--- src/drc_pkg.sv ---
package drc_pkg;

    // ------------------------------------------------------------
    // register map (byte addresses, chosen)
    // ------------------------------------------------------------
    localparam logic [11:0] RST0_OFS     = 12'h000;
    localparam logic [11:0] RST1_OFS     = 12'h004;
    localparam logic [11:0] PWRCTL_OFS   = 12'h008;
    localparam logic [11:0] STATUS_OFS   = 12'h00c;
    localparam logic [11:0] RETCTL_OFS   = 12'h010;

    // ------------------------------------------------------------
    // reset_control_reg_zero fields
    // ------------------------------------------------------------
    localparam int PERIPH_RST_BIT = 29;
    localparam int SOFT_RST_BIT   = 30;
    localparam int SYS_RST_BIT    = 31;
    localparam int PER_BITS       = 29;

    // power control fields
    localparam int MODE_LSB       = 0;
    localparam int HFIO_AUTO_BIT  = 4;
    localparam int AOD_AUTO_BIT   = 5;

    // reset values
    localparam logic [31:0] RST_RESET    = 32'h0000_0000;
    localparam logic [31:0] PWRCTL_RESET = 32'h0000_0000;
    localparam logic [31:0] RETCTL_RESET = 32'h0000_0000;

    // timing: reset pulse length in cycles
    localparam int RST_HOLD_NS   = 160;
    localparam int CLK_PERIOD_NS = 40;
    localparam int RST_HOLD_CYC  = (RST_HOLD_NS + CLK_PERIOD_NS - 1) / CLK_PERIOD_NS;

    // ------------------------------------------------------------
    // types
    // ------------------------------------------------------------
    typedef enum logic [1:0]
    {
        DRC_ACTIVE = 2'b00,
        DRC_SLEEP  = 2'b01,
        DRC_DEEP   = 2'b11,
        DRC_BACKUP = 2'b10
    } drc_mode_t;

    typedef enum logic [1:0]
    {
        DRC_IDLE  = 2'b00,
        DRC_HOLD  = 2'b01,
        DRC_DONE  = 2'b11
    } drc_state_t;

    typedef enum logic [1:0]
    {
        DRC_LVL_PERIPH = 2'b00,
        DRC_LVL_SOFT   = 2'b01,
        DRC_LVL_SYS    = 2'b10,
        DRC_LVL_POR    = 2'b11
    } drc_level_t;

endpackage

--- src/drc_sync.sv ---
module drc_sync
(
    // clock and reset
    input  wire logic pclk,
    input  wire logic presetn,
    // pin side
    input  wire logic din,
    // clean level
    output logic      dout
);
    logic s1_q;
    logic s2_q;
    logic s3_q;

    // change counts once second and third stages agree
    always_ff @(posedge pclk or negedge presetn)
    begin
        if (!presetn)
        begin
            s1_q <= 1'b0;
            s2_q <= 1'b0;
            s3_q <= 1'b0;
            dout <= 1'b0;
        end
        else
        begin
            s1_q <= din;
            s2_q <= s1_q;
            s3_q <= s2_q;
            if (s2_q == s3_q)
                dout <= s3_q;
        end
    end
endmodule

--- src/drc_top.sv ---
// Local design decisions: the APB interface to the registers and the register offsets.
module drc_top
#(
    parameter int NUM_PER = 29,
    parameter int HOLD_CYC = drc_pkg::RST_HOLD_CYC
)
(
    // apb slave
    input  wire logic        pclk,
    input  wire logic        presetn,
    input  wire logic        psel,
    input  wire logic        penable,
    input  wire logic        pwrite,
    input  wire logic [11:0] paddr,
    input  wire logic [31:0] pwdata,
    output logic      [31:0] prdata,
    output logic             pready,
    output logic             pslverr,
    // event inputs
    input  wire logic        wdt_rst_pin,
    input  wire logic        sleep_req,
    input  wire logic        sleepdeep,
    // reset outputs, active low except gpio_alt_tristate and cpu_reset_vector_fetch
    output logic [NUM_PER-1:0] periph_rst_n,
    output logic             dma_rst_n,
    output logic             flash_rst_n,
    output logic             cache_rst_n,
    output logic             gpio_rst_n,
    output logic             gpio_alt_tristate,
    output logic             gcr_rst_n,
    output logic             clkcfg_rst_n,
    output logic             cpu_rst_n,
    output logic             wdt_rst_n,
    output logic             aod_rst_n,
    output logic             ramret_rst_n,
    output logic             cpu_reset_vector_fetch,
    // power and clock enables
    output logic             osc8k_en,
    output logic             hfio_en,
    output logic             hclk_en,
    output logic             pclk_en,
    output logic             cpu_clk_en,
    output logic             core_supply_en,
    output logic             dma_en,
    output logic             wdt_en,
    output logic             flash_en,
    output logic             cache_en,
    output logic             aod_en,
    output logic             sram_ret_en,
    output logic             cache_ret_en,
    output logic             fifo_ret_en,
    output logic             active_mode
);
    import drc_pkg::*;

    // ------------------------------------------------------------
    // registers and state
    // ------------------------------------------------------------
    logic [31:0]        rst0_q;
    logic [31:0]        rst1_q;
    logic [31:0]        pwrctl_q;
    logic [31:0]        retctl_q;
    logic [NUM_PER-1:0] per_rst0_q;
    logic [31:0]        per_rst1_q;
    drc_state_t         st_q;
    drc_state_t         st_d;
    drc_level_t         lvl_q;
    logic [7:0]         cnt_q;
    logic               gcr_hit_q;
    logic               sys_busy_q;
    logic               wdt_lvl;
    logic               wdt_prev_q;
    logic               por_q;

    // ------------------------------------------------------------
    // bus decode
    // ------------------------------------------------------------
    wire wr_en   = psel & penable & pwrite;
    wire rd_en   = psel & ~pwrite;
    wire hit_r0  = paddr == RST0_OFS;
    wire hit_r1  = paddr == RST1_OFS;
    wire hit_pc  = paddr == PWRCTL_OFS;
    wire hit_st  = paddr == STATUS_OFS;
    wire hit_rc  = paddr == RETCTL_OFS;
    wire mapped  = hit_r0 | hit_r1 | hit_pc | hit_st | hit_rc;
    wire wr_r0   = wr_en & hit_r0;

    assign pready  = 1'b1;
    assign pslverr = psel & penable & ~mapped;

    // ------------------------------------------------------------
    // watchdog event
    // ------------------------------------------------------------
    drc_sync u_wdt_sync
    (
        .pclk    (pclk),
        .presetn (presetn),
        .din     (wdt_rst_pin),
        .dout    (wdt_lvl)
    );

    wire wdt_evt = wdt_lvl & ~wdt_prev_q;

    // ------------------------------------------------------------
    // reset requests and level choice
    // ------------------------------------------------------------
    wire req_sys  = (wr_r0 & pwdata[SYS_RST_BIT]) | wdt_evt;
    wire req_soft = wr_r0 & pwdata[SOFT_RST_BIT];
    wire req_per  = wr_r0 & pwdata[PERIPH_RST_BIT];
    wire req_any  = req_sys | req_soft | req_per;

    wire drc_level_t new_lvl = req_sys  ? DRC_LVL_SYS  :
                               req_soft ? DRC_LVL_SOFT : DRC_LVL_PERIPH;

    wire holding = (st_q == DRC_HOLD);
    wire hold_end = holding && (cnt_q == 8'(HOLD_CYC - 1));

    always_comb
    begin
        st_d = st_q;
        case (st_q)
            DRC_IDLE: if (req_any) st_d = DRC_HOLD;
            DRC_HOLD: if (hold_end) st_d = DRC_DONE;
            DRC_DONE: st_d = DRC_IDLE;
            default:  st_d = DRC_IDLE;
        endcase
    end

    always_ff @(posedge pclk or negedge presetn)
    begin
        if (!presetn)
        begin
            st_q  <= DRC_IDLE;
            lvl_q <= DRC_LVL_POR;
            cnt_q <= 8'h00;
        end
        else
        begin
            st_q  <= st_d;
            cnt_q <= holding ? cnt_q + 8'h01 : 8'h00;
            if (st_q == DRC_IDLE && req_any)
                lvl_q <= new_lvl;
            else if (holding && req_any && new_lvl > lvl_q)
                lvl_q <= new_lvl;
        end
    end

    // por marker: set in reset, cleared at the first clock after power-on release
    always_ff @(posedge pclk or negedge presetn)
    begin
        if (!presetn)
            por_q <= 1'b1;
        else
            por_q <= 1'b0;
    end

    // ------------------------------------------------------------
    // nested reset domains
    // ------------------------------------------------------------
    wire lvl_ge_soft = holding & (lvl_q != DRC_LVL_PERIPH);
    wire lvl_sys     = holding & (lvl_q == DRC_LVL_SYS);
    wire any_rst     = holding;

    // peripherals reset on every level, or singly
    genvar gi;
    generate
        for (gi = 0; gi < NUM_PER; gi++)
        begin : g_per
            assign periph_rst_n[gi] = ~(por_q | any_rst | per_rst0_q[gi]);
        end
    endgenerate

    assign dma_rst_n     = ~(por_q | any_rst | per_rst1_q[0]);
    assign flash_rst_n   = ~(por_q | any_rst | per_rst1_q[1]);
    assign cache_rst_n   = ~(por_q | any_rst | per_rst1_q[2]);
    assign gpio_rst_n    = ~(por_q | lvl_ge_soft);
    assign gpio_alt_tristate = ~gpio_rst_n;
    assign gcr_rst_n     = ~(por_q | lvl_sys);
    assign clkcfg_rst_n  = ~(por_q | lvl_sys);
    assign cpu_rst_n     = ~(por_q | lvl_sys);
    assign wdt_rst_n     = ~(por_q | lvl_sys);
    assign aod_rst_n     = ~por_q;
    assign ramret_rst_n  = ~por_q;
    assign cpu_reset_vector_fetch = (st_q == DRC_DONE) & (lvl_q == DRC_LVL_SYS);

    // ------------------------------------------------------------
    // register writes
    // ------------------------------------------------------------
    always_ff @(posedge pclk or negedge presetn)
    begin
        if (!presetn)
        begin
            rst0_q     <= RST_RESET;
            rst1_q     <= RST_RESET;
            per_rst0_q <= '0;
            per_rst1_q <= 32'h0000_0000;
            wdt_prev_q <= 1'b0;
            sys_busy_q <= 1'b0;
        end
        else
        begin
            wdt_prev_q <= wdt_lvl;
            sys_busy_q <= holding;
            // per-peripheral bits act one cycle, then clear
            per_rst0_q <= (wr_r0) ? pwdata[NUM_PER-1:0] : '0;
            per_rst1_q <= (wr_en & hit_r1) ? pwdata : 32'h0000_0000;
            if (wr_en & hit_r1)
                rst1_q <= pwdata;
            else
                rst1_q <= 32'h0000_0000;
            // request bits: set wins, clear on completion
            if (req_any)
            begin
                rst0_q[SYS_RST_BIT]    <= rst0_q[SYS_RST_BIT] | req_sys;
                rst0_q[SOFT_RST_BIT]   <= rst0_q[SOFT_RST_BIT] | req_soft;
                rst0_q[PERIPH_RST_BIT] <= rst0_q[PERIPH_RST_BIT] | req_per;
            end
            else if (st_q == DRC_DONE)
                rst0_q <= RST_RESET;
            if (lvl_sys)
                rst0_q[PER_BITS-1:0] <= '0;
        end
    end

    // power control, global side reset by system reset; retention control is not
    always_ff @(posedge pclk or negedge presetn)
    begin
        if (!presetn)
            pwrctl_q <= PWRCTL_RESET;
        else if (lvl_sys)
            pwrctl_q <= PWRCTL_RESET;
        else if (wr_en & hit_pc)
            pwrctl_q <= pwdata;
    end

    // retention scope lives in always-on domain
    always_ff @(posedge pclk or negedge presetn)
    begin
        if (!presetn)
            retctl_q <= RETCTL_RESET;
        else if (wr_en & hit_rc)
            retctl_q <= pwdata;
    end

    // ------------------------------------------------------------
    // power modes
    // ------------------------------------------------------------
    wire drc_mode_t mode = !sleep_req ? DRC_ACTIVE :
                           pwrctl_q[MODE_LSB+2] ? DRC_BACKUP :
                           sleepdeep ? DRC_DEEP : DRC_SLEEP;
    wire low_off  = (mode == DRC_DEEP) | (mode == DRC_BACKUP);
    wire hfio_auto = pwrctl_q[HFIO_AUTO_BIT];
    wire aod_auto  = pwrctl_q[AOD_AUTO_BIT];

    assign osc8k_en       = 1'b1;
    assign hfio_en        = holding | ~((mode == DRC_BACKUP) |
                            ((mode == DRC_DEEP) & hfio_auto));
    assign hclk_en        = holding | ~low_off;
    assign pclk_en        = holding | ~low_off;
    assign cpu_clk_en     = holding | (mode == DRC_ACTIVE);
    assign core_supply_en = holding | ~low_off;
    assign dma_en         = ~low_off;
    assign wdt_en         = ~low_off;
    assign flash_en       = ~low_off;
    assign cache_en       = ~low_off;
    assign active_mode    = holding | (mode == DRC_ACTIVE);
    assign aod_en         = ~((mode == DRC_BACKUP) & aod_auto);

    // single scope for all retained memories
    wire ret_on = retctl_q[0] & ~((mode == DRC_BACKUP) & aod_auto);
    assign sram_ret_en  = ret_on;
    assign cache_ret_en = ret_on;
    assign fifo_ret_en  = ret_on;

    // ------------------------------------------------------------
    // read data
    // ------------------------------------------------------------
    wire [31:0] status_w = {26'h0, sys_busy_q, holding, mode, lvl_q};
    wire [31:0] rd_mux = hit_r0 ? rst0_q   :
                         hit_r1 ? rst1_q   :
                         hit_pc ? pwrctl_q :
                         hit_st ? status_w :
                         hit_rc ? {31'h0, retctl_q[0]} : 32'h0000_0000;

    always_ff @(posedge pclk or negedge presetn)
    begin
        if (!presetn)
            prdata <= 32'h0000_0000;
        else if (rd_en & ~penable)
            prdata <= rd_mux;
    end
endmodule

--- config.mk ---
export PLATFORM = sky130hd
export DESIGN_NAME = drc_top
export DESIGN_NICKNAME = d
export VERILOG_FILES = /design/src/drc_pkg.sv /design/src/drc_sync.sv /design/src/drc_top.sv
export SDC_FILE = /design/constraint.sdc
export NUM_CORES = 1
export LEC_CHECK = 0
export BUFFER_PORTS_ARGS = -buffer_cell sky130_fd_sc_hd__buf_2
export CAP_MARGIN = 20
export CORE_MARGIN = 2
export CORE_UTILIZATION = 47
export DETAILED_ROUTE_END_ITERATION = 8
export PLACE_DENSITY = 0.77
export REMOVE_ABC_BUFFERS = 1
export SKIP_CTS_REPAIR_TIMING = 1
export SLEW_MARGIN = 0
export SYNTH_ARGS = -nofsm -noshare
export SYNTH_HDL_FRONTEND = slang
export SYNTH_SLANG_ARGS = --single-unit
--- constraint.sdc ---
create_clock -name pclk -period 3.4 [get_ports pclk]
set_input_delay 0.68 -clock pclk [delete_from_list [all_inputs] [get_ports pclk]]
set_output_delay 0.68 -clock pclk [all_outputs]
set_load 0.02 [all_outputs]
# Word-level counts from Yosys, hierarchy flattened
# Index checks and enable logic that the tools add are counted.
# Widths: inputs -> output; s select.
classes:
  add_sub_neg: 1
  order_cmp: 1
  eq_ne: 14
  muxes: 24
  bitwise: 111
  reduce_logical: 14
ops:
  columns: ["operator", "count"]
  rows:
  - ["$mux 32", 7]
  - ["$mux 29", 3]
  - ["$or 1x1->1", 50]
  - ["$not 1->1", 42]
  - ["$eq 12x4->1 const B", 2]
  - ["$and 1x1->1", 19]
  - ["$mux 2", 8]
  - ["$eq 12x3->1 const B", 1]
  - ["$eq 12x5->1 const B", 1]
  - ["$logic_not 12->1", 1]
  - ["$reduce_bool 2->1", 5]
  - ["$add 8x1->8 const B", 1]
  - ["$eq 2x2->1 const B", 4]
  - ["$eq 8x2->1 const B", 1]
  - ["$mux 8", 1]
  - ["$mux 6", 1]
  - ["$logic_and 1x1->1", 4]
  - ["$logic_not 2->1", 2]
  - ["$ne 2x2->1 const B", 2]
  - ["$pmux 2 s2", 1]
  - ["$reduce_and 2->1", 2]
  - ["$mux 3", 1]
  - ["$eq 2x1->1 const B", 1]
  - ["$gt 2x2->1", 1]
  - ["other kinds (3)", 4]
word_totals:
  regBits: 177
  inputBits: 52
  out_inout_bits: 90

# Depth between registers and ports, before layout
# Gate-level depths: netlist of run 1.
depth:
  depth_word: 11
  depth_mapped: 9

# Hierarchy
# Synthesis of run 1 repeated with hierarchy kept, for this count alone.
unflattened:
  cells_unflattened: 550
  area_unflattened_um2: 6129.6
modules_own_cells:
  columns: ["module", "n_inst", "cells_per_inst", "area_each_um2", "seq_area_each_um2"]
  rows:
  - ["drc_top", 1, 545, 6018.3, 3607.2]
  - ["drc_sync", 1, 5, 111.4, 100.1]

# Least setup slack after synthesis of run 1
# No wires, ideal clock.
synth_path:
  path_kind: "input to register"
  start: "input paddr[0]"
  end: "register lvl_q[1]"
  arrival_time_ns: 3.151
  required_time_ns: 3.321
  setup_slack_ns: 0.170
  path_stages: 9
  n_path_buf: 1
  cell_sequence: "or4_4 nor4_1 clkbuf_1 nand4_1 ha_1 a31oi_1 o31ai_1 or4_1 o211a_1"
synth_via:
  elab_chain_cells: 9
  word_cells_on_any_way: 17
  cone_classes: "order compare (1); mux (4); bitwise (7); reduce/logical (5)"
synth_lines:
  columns: ["item", "line", "text"]
  rows:
  - ["from (decl)", "drc_top.sv:14", "input wire logic [11:0] paddr,"]
  - ["$logic_not 12->1 *", "drc_top.sv:80", "wire hit_r0 = paddr == RST0_OFS;"]
  - ["$and 1x1->1 *", "drc_top.sv:86", "wire wr_r0 = wr_en & hit_r0;"]
  - ["parallel branches: the longest is 7 deep, another holds $gt 2x2->1", null, null]
  - ["to (signal assigned)", "drc_top.sv:142", "lvl_q <= new_lvl;"]
  - ["to (signal assigned)", "drc_top.sv:144", "lvl_q <= new_lvl;"]
  - ["to (decl)", "drc_top.sv:67", "drc_level_t lvl_q;"]
# Every way passes the cells marked *. The select of a mux whose other input is x is not followed.
# A chain may end at the register's enable or synchronous reset.

# Worst setup path after layout of run 1
# Same ends and word-level chain as after synthesis.

==> impl_metrics.py, run 1 <==
metrics = {
    "clocking": {
        "cts_max_level": 4,
        "clk_latency_ns": 0.43,
        "cts_tree": "done",
        "cts_made_buffers": 17,
        "clock_sinks": 148,
        "clk_pin_slew_worst_paths_ns": 0.05,
        "cts-root-buf": "clkbuf_16",
        "max-clock-path-buffers": 2,
    },
    "power": {
        "p_total_w": 0.004694,
        "ir_drop_v": 0.0003989,
        "leakagePower_nw": 3.950,
        "p_per_area_nw_per_um2": 599.9,
    },
    "placed_design": {
        "globalplace.congestion": 0.8225,
        "place_inst": 891,
        "hpwlAfterDp_microns": 10880,
        "placed_cell_area_sq_um": 7207,
        "io_buffers": 139,
    },
    "synth": {
        "synth.distinct_cells": 47,
        "synthCells": 628,
        "seq_area_frac_synth": 0.5746,
        "yosysTopAreaCellShare": 0.5623,
        "synth-seq-cells": 148,
        "synth_area_leaders": "dfrtp_1 (56%), o31ai_1 (4.8%), nor2_1 (3.3%)",
        "yosysWarnings": 0,
        "synth_area_per_cell_sq_um": 10.27,
        "synth_edf_count": 0,
        "yosysTopAreaCell": "dfrtp_1",
        "synth_area_sq_um": 6452,
        "async_flop_share": 1.000,
        "synthFlopType": "dfrtp_1",
    },
    "timing": {
        "tns_ns": 0,
        "slew_headroom": 0.5071,
        "fmax_mhz": 327.7,
        "finalHoldViolCount": 0,
        "period_share": 0.8976,
        "post-route-min-period_ns": 3.052,
        "clock_skew_ns": 0.006355,
        "grt_setup_unrepaired": "no",
        "finalSetupViolCount": 0,
        "worstMarginPinSlew_ns": 0.7394,
        "finalMaxSlewViolations": 0,
    },
    "critical_path": {
        "slowest_stage": "or4_4",
        "setup.worst_path.start_class": "input port",
        "cp_cell_sequence": "buf_2 -> or4_4 -> nor4_2 -> nand4_1 -> ha_1 -> a31oi_1 -> o31ai_1 -> or4_1 -> o211a_1",
        "cp.arrival_ns": 3.40,
        "critPathTopFamily": "simple AND/OR/NAND/NOR gates",
        "crit_fanout": 4,
        "cp_data_required_time_ns": 3.75,
        "slowest_delay_ns": 0.54,
        "crit_path_end_kind": "register",
        "path_buf_inv": 1,
        "path_class": "in2reg",
    },
    "floorplanning": {
        "io-pin-count": 142,
        "rows": 42,
        "die_width_microns": 121.2,
        "core_sq_um": 13350,
        "initial_utilization": 0.4834,
        "die_area_sq_um": 14680,
        "die_h_microns": 121.2,
    },
    "drt": {
        "postRouteAntennaNets": 0,
        "drc": 0,
        "routed-via-count": 5485,
        "wl_per_cell_microns": 18.60,
        "dr.pass1.iters": 5,
        "drt_iter0_drc": 645,
        "drt-total-wl_microns": 17150,
        "avgViaCountPerCell": 5.949,
    },
    "cells_and_area": {
        "fill_cells": 1109,
        "stdcell_count": 922,
        "layout_commonest_cell": "dfrtp_1",
        "regArea_sq_um": 3707,
        "nets": 789,
        "fin_util": 0.5861,
        "multi_input_area_sq_um": 2407,
        "drive_gt1_frac": 0.2735,
        "final_cell_area_sq_um": 7824,
        "diodes": 0,
        "syn_to_final_growth_pct": 21.25,
        "most-common-layout-cells": "dfrtp_1 (145), buf_2 (138), nor2_1 (57)",
    },
    "flow_run": {
        "cap_violations": 0,
    },
    "global_routing": {
        "grt_pass1_wl_microns": 27460,
        "grt_max_degree": 102,
        "grt_usage": 0.2433,
        "overflow": 0,
        "grt_pass1_vias": 5297,
        "grt_antenna_before_repair": 1,
    },
    "outcome": {
        "status": "complete, no violations",
    },
    "worst_hold_path": {
        "hp-class": "in2async",
    },
}
-- final timing paths --
kind,end,slack (ns),startpoint,depth (start not counted)
min,prdata[6],0.18,presetn,1
max reg2reg,lvl_q[1],0.91,u_wdt_sync.dout,8
max in group asynchronous,pwrctl_q[3],2.33,presetn,2
max,lvl_q[1],0.35,paddr[0],9
min in group pclk,u_wdt_sync.s2_q,0.35,u_wdt_sync.s1_q,0
min reg2reg,u_wdt_sync.s2_q,0.35,u_wdt_sync.s1_q,0
-- logic make-up after synthesis --
family | synth area share
adder cells (fa/ha/maj) | 0.007369
AND/OR/NAND/NOR | 0.1902
XOR/XNOR | 0.008144
other | 0.001164
flip-flops | 0.5746
buffers and inverters | 0.05778
AO/OA/AOI/OAI | 0.1544
multiplexers | 0.006399
-- worst register-to-register path, cell delays in order (launching register included) --
cell and delay, ns:
dfrtp_1 0.36, nor2b_1 0.46, nor2_1 0.12, nand4_1 0.16, ha_1 0.26, a31oi_1 0.20, o31ai_1 0.17, or4_1 0.46
o211a_1 0.23
-- power by group --
group	total, W	internal (W)	switching [W]
sequential	0.00188	0.00182	0.0000537
clock	0.00196	0.00126	0.000700
combinational	0.000857	0.000254	0.000603
total	0.00469	0.00334	0.00136
-- registers in the layout, indices dropped and copies added, names as in the netlist, 2 cells and up --
signal,cells
per_rst1_q,32
lvl_q,2
st_q,2
prdata,32
per_rst0_q,29
cnt_q,8
pwrctl_q,32
rst0_q,3
-- cells in the mapped netlist (2+ instances only) --
cell      count
mux2i_1       3
buf_4        14
dfrtp_1     145
clkbuf_1     49
nor2_1       57
o21ai_0      28
a22oi_1      25
o31ai_1      41
nand3_1       7
nor2b_1       5
and2_1       34
nand2_1      43
nor3_1       10
dfstp_2       3
xor2_1        4
a22o_1        2
or4_4         2
buf_6         4
inv_1         6
or4_1         2
buf_1         3
nor4_1        2
a21oi_1      42
xnor2_1       2
nand2b_1      5
ha_1          3
nand4_1      33
o41ai_2       3
conb_1        2
and3_1       32
-- metal layers --
layer / wire length [microns] / GRT usage
met5: 13 / 0
met4: 313 / 0.08764
met3: 1520 / 0.06438
met2: 8322 / 0.3862
met1: 6979 / 0.3237
-- area by class of cell --
type                    instances  share of cell area
clock buffers                  22             0.05933
well taps                     176             0.02815
clock inverters                 9             0.01951
inverters                       6            0.002879
flip-flops and latches        148              0.4739
multi-input cells             404              0.3077
repair buffers                157              0.1086
-- through the flow --
| stage | hold slack [ns] | setup slack [ns] |
|---|---|---|
| floorplan | 0.3312 | -3.491 |
| global placement | 0.3375 | 0.2007 |
| detailed placement | 0.3464 | -0.02835 |
| CTS | 0.1868 | 0.3864 |
| global route | 0.2104 | 0.2709 |
| finish | 0.1823 | 0.3482 |
Note: power is estimated with default switching activity, not from simulation.
==> inputs of run 2 (changes only) <==
--- a/config.mk
+++ b/config.mk
@@ -16,4 +16,5 @@
 export SLEW_MARGIN = 0
 export SYNTH_ARGS = -nofsm -noshare
 export SYNTH_HDL_FRONTEND = slang
+export SYNTH_HIERARCHICAL = 1
 export SYNTH_SLANG_ARGS = --single-unit
==> impl_metrics.py, run 2 <==
metrics = {
    "synth": {
        "synth_area_leaders": "dfrtp_1 (59%), a22o_1 (4.9%), and2_1 (3.6%)",
        "synth_area_sq_um": 6130,
        "ys_top_cells_by_count": "dfrtp_1 (145), nor2_1 (53), nand2_1 (41)",
        "synth-seq-cells": 148,
        "synth_top_family_by_area": "simple AND/OR/NAND/NOR gates",
        "synthSimpleGateAreaFrac": 0.1719,
        "synth_fa_ha_area_frac": 0.007961,
        "synthCells": 550,
        "synth_compound_area_frac": 0.1419,
        "yosysWarnings": 6,
        "synth_edf_count": 0,
        "synth_area_per_cell_sq_um": 11.14,
        "synth_xor_area_frac": 0.008573,
        "synth.distinct_cells": 48,
        "synthFlopType": "dfrtp_1",
        "yosysMostFrequentCell": "dfrtp_1",
        "yosysTopAreaCell": "dfrtp_1",
        "async_flop_share": 1.000,
        "yosysTopAreaCellShare": 0.5920,
        "synthMuxAreaShare": 0.01204,
        "seq_area_frac_synth": 0.6048,
    },
    "timing": {
        "finalHoldViolCount": 0,
        "finalSetupViolCount": 0,
        "grt_setup_unrepaired": "no",
        "fmax_mhz": 327.9,
        "worstMarginPinSlew_ns": 0.9318,
        "finalMaxSlewViolations": 0,
        "clock_skew_ns": 0.005973,
        "slew_headroom": 0.3788,
        "post-route-min-period_ns": 3.049,
        "period_share": 0.8969,
        "whs_ns": 0.2838,
    },
    "drt": {
        "wl_per_cell_microns": 18.22,
        "drc": 0,
        "avgViaCountPerCell": 5.568,
        "drt_iter0_drc": 451,
        "dr.pass1.iters": 7,
        "routed-via-count": 4794,
        "drt-total-wl_microns": 15690,
        "postRouteAntennaNets": 0,
    },
    "placed_design": {
        "io_buffers": 139,
        "placed_cell_area_sq_um": 6949,
        "hpwlAfterDp_microns": 9927,
        "globalplace.congestion": 0.9117,
    },
    "clocking": {
        "clk_latency_ns": 0.42,
        "clock_sinks": 148,
        "max-clock-path-buffers": 2,
        "cts_max_level": 4,
        "clk_pin_slew_worst_paths_ns": 0.06,
        "cts_made_buffers": 17,
        "cts-root-buf": "clkbuf_16",
        "cts_tree": "done",
    },
    "power": {
        "ir_drop_v": 0.0003371,
        "leakagePower_nw": 3.908,
        "p_per_area_nw_per_um2": 603.4,
    },
    "cells_and_area": {
        "final_cell_area_sq_um": 7526,
        "syn_to_final_growth_pct": 22.78,
        "fill_cells": 1046,
        "layout_commonest_cell": "dfrtp_1",
        "drive_gt1_frac": 0.3004,
        "most-common-layout-cells": "dfrtp_1 (145), buf_2 (138), nor2_1 (52)",
        "nets": 731,
        "top_regs": "per_rst1_q: 32 flops, prdata: 32 flops, pwrctl_q: 32 flops",
        "regArea_sq_um": 3707,
        "multi_input_area_sq_um": 2138,
        "diodes": 0,
    },
    "floorplanning": {
        "die_area_sq_um": 13970,
        "io-pin-count": 142,
        "rows": 41,
        "die_width_microns": 118.2,
        "core_sq_um": 12670,
        "die_h_microns": 118.2,
        "initial_utilization": 0.4838,
    },
    "critical_path": {
        "setup.worst_path.start_class": "input port",
        "crit_path_end_kind": "register",
        "path_class": "in2reg",
        "crit_fanout": 4,
        "cp.arrival_ns": 3.39,
        "cp_data_required_time_ns": 3.74,
    },
    "flow_run": {
        "cap_violations": 0,
    },
    "global_routing": {
        "grt_antenna_before_repair": 0,
        "overflow": 0,
        "grt_usage": 0.2293,
        "grt_max_degree": 77,
        "grt_pass1_vias": 4864,
        "grt_pass1_wl_microns": 25070,
    },
    "outcome": {
        "status": "complete, no violations",
    },
    "worst_hold_path": {
        "hp-class": "in2async",
    },
}
-- run 2: stage by stage --
stage	std cells	TNS [ns]	power, W	utilization	setup slack [ns]
after floorplan	499	-7.204	0.002360	-	-0.9607
after global placement	829	0	0.002707	0.5484	0.1171
after detailed placement	829	-0.001879	0.002737	0.5484	-0.001879
after CTS	861	0	0.004566	0.5940	0.4160
after global routing	861	0	0.004726	0.5940	0.2741
final	861	0	0.004541	0.5940	0.3505
-- run 2: critical path, stage by stage --
cell and delay, ns:
buf_2 0.10, or4_4 0.53, or4_4 0.53, o21ai_0 0.31
ha_1 0.31, a31oi_1 0.16, o31ai_1 0.13, or4_1 0.49
o211a_1 0.13
-- run 2: path summary, 6_finish.rpt --
check,from,endpoint,slack (ns),depth (start not counted)
setup / recovery,paddr[0],lvl_q[1],0.35,9
hold / removal,presetn,u_wdt_sync/s2_q,0.28,1
setup reg to reg,u_wdt_sync/dout,lvl_q[1],1.22,8
hold reg to reg,u_wdt_sync/s1_q,u_wdt_sync/s2_q,0.35,0
max in group asynchronous,presetn,lvl_q[0],2.35,2
min in group pclk,u_wdt_sync/s1_q,u_wdt_sync/s2_q,0.35,0
-- run 2: cell type report --
class,instances,share of cell area
flip-flops and latches,148,0.4926
multi-input cells,346,0.2841
repair buffers,158,0.1155
clock buffers,20,0.05935
well taps,172,0.02860
clock inverters,12,0.01729
inverters,5,0.002494
-- run 2: cells by family after synthesis --
group,after synthesis
mux,7
flops,148
compound gates,125
buf+inv,57
xor+xnor,6
fa+ha+maj,4
other cells,2
simple gates,201
-- run 2: power by group --
part           internal, W  switching (W)
Sequential         0.00182      0.0000502
Clock              0.00110       0.000721
Combinational     0.000268       0.000582
-- run 2: routing by layer --
metal  vias to the layer above  track usage  wire length [microns]
met5                         -            0                      0
met4                         0       0.1009                    339
met3                        25      0.05261                   1031
met2                       203       0.3728                   7951
met1                      2404       0.2942                   6367
li1                       2162            -                      -
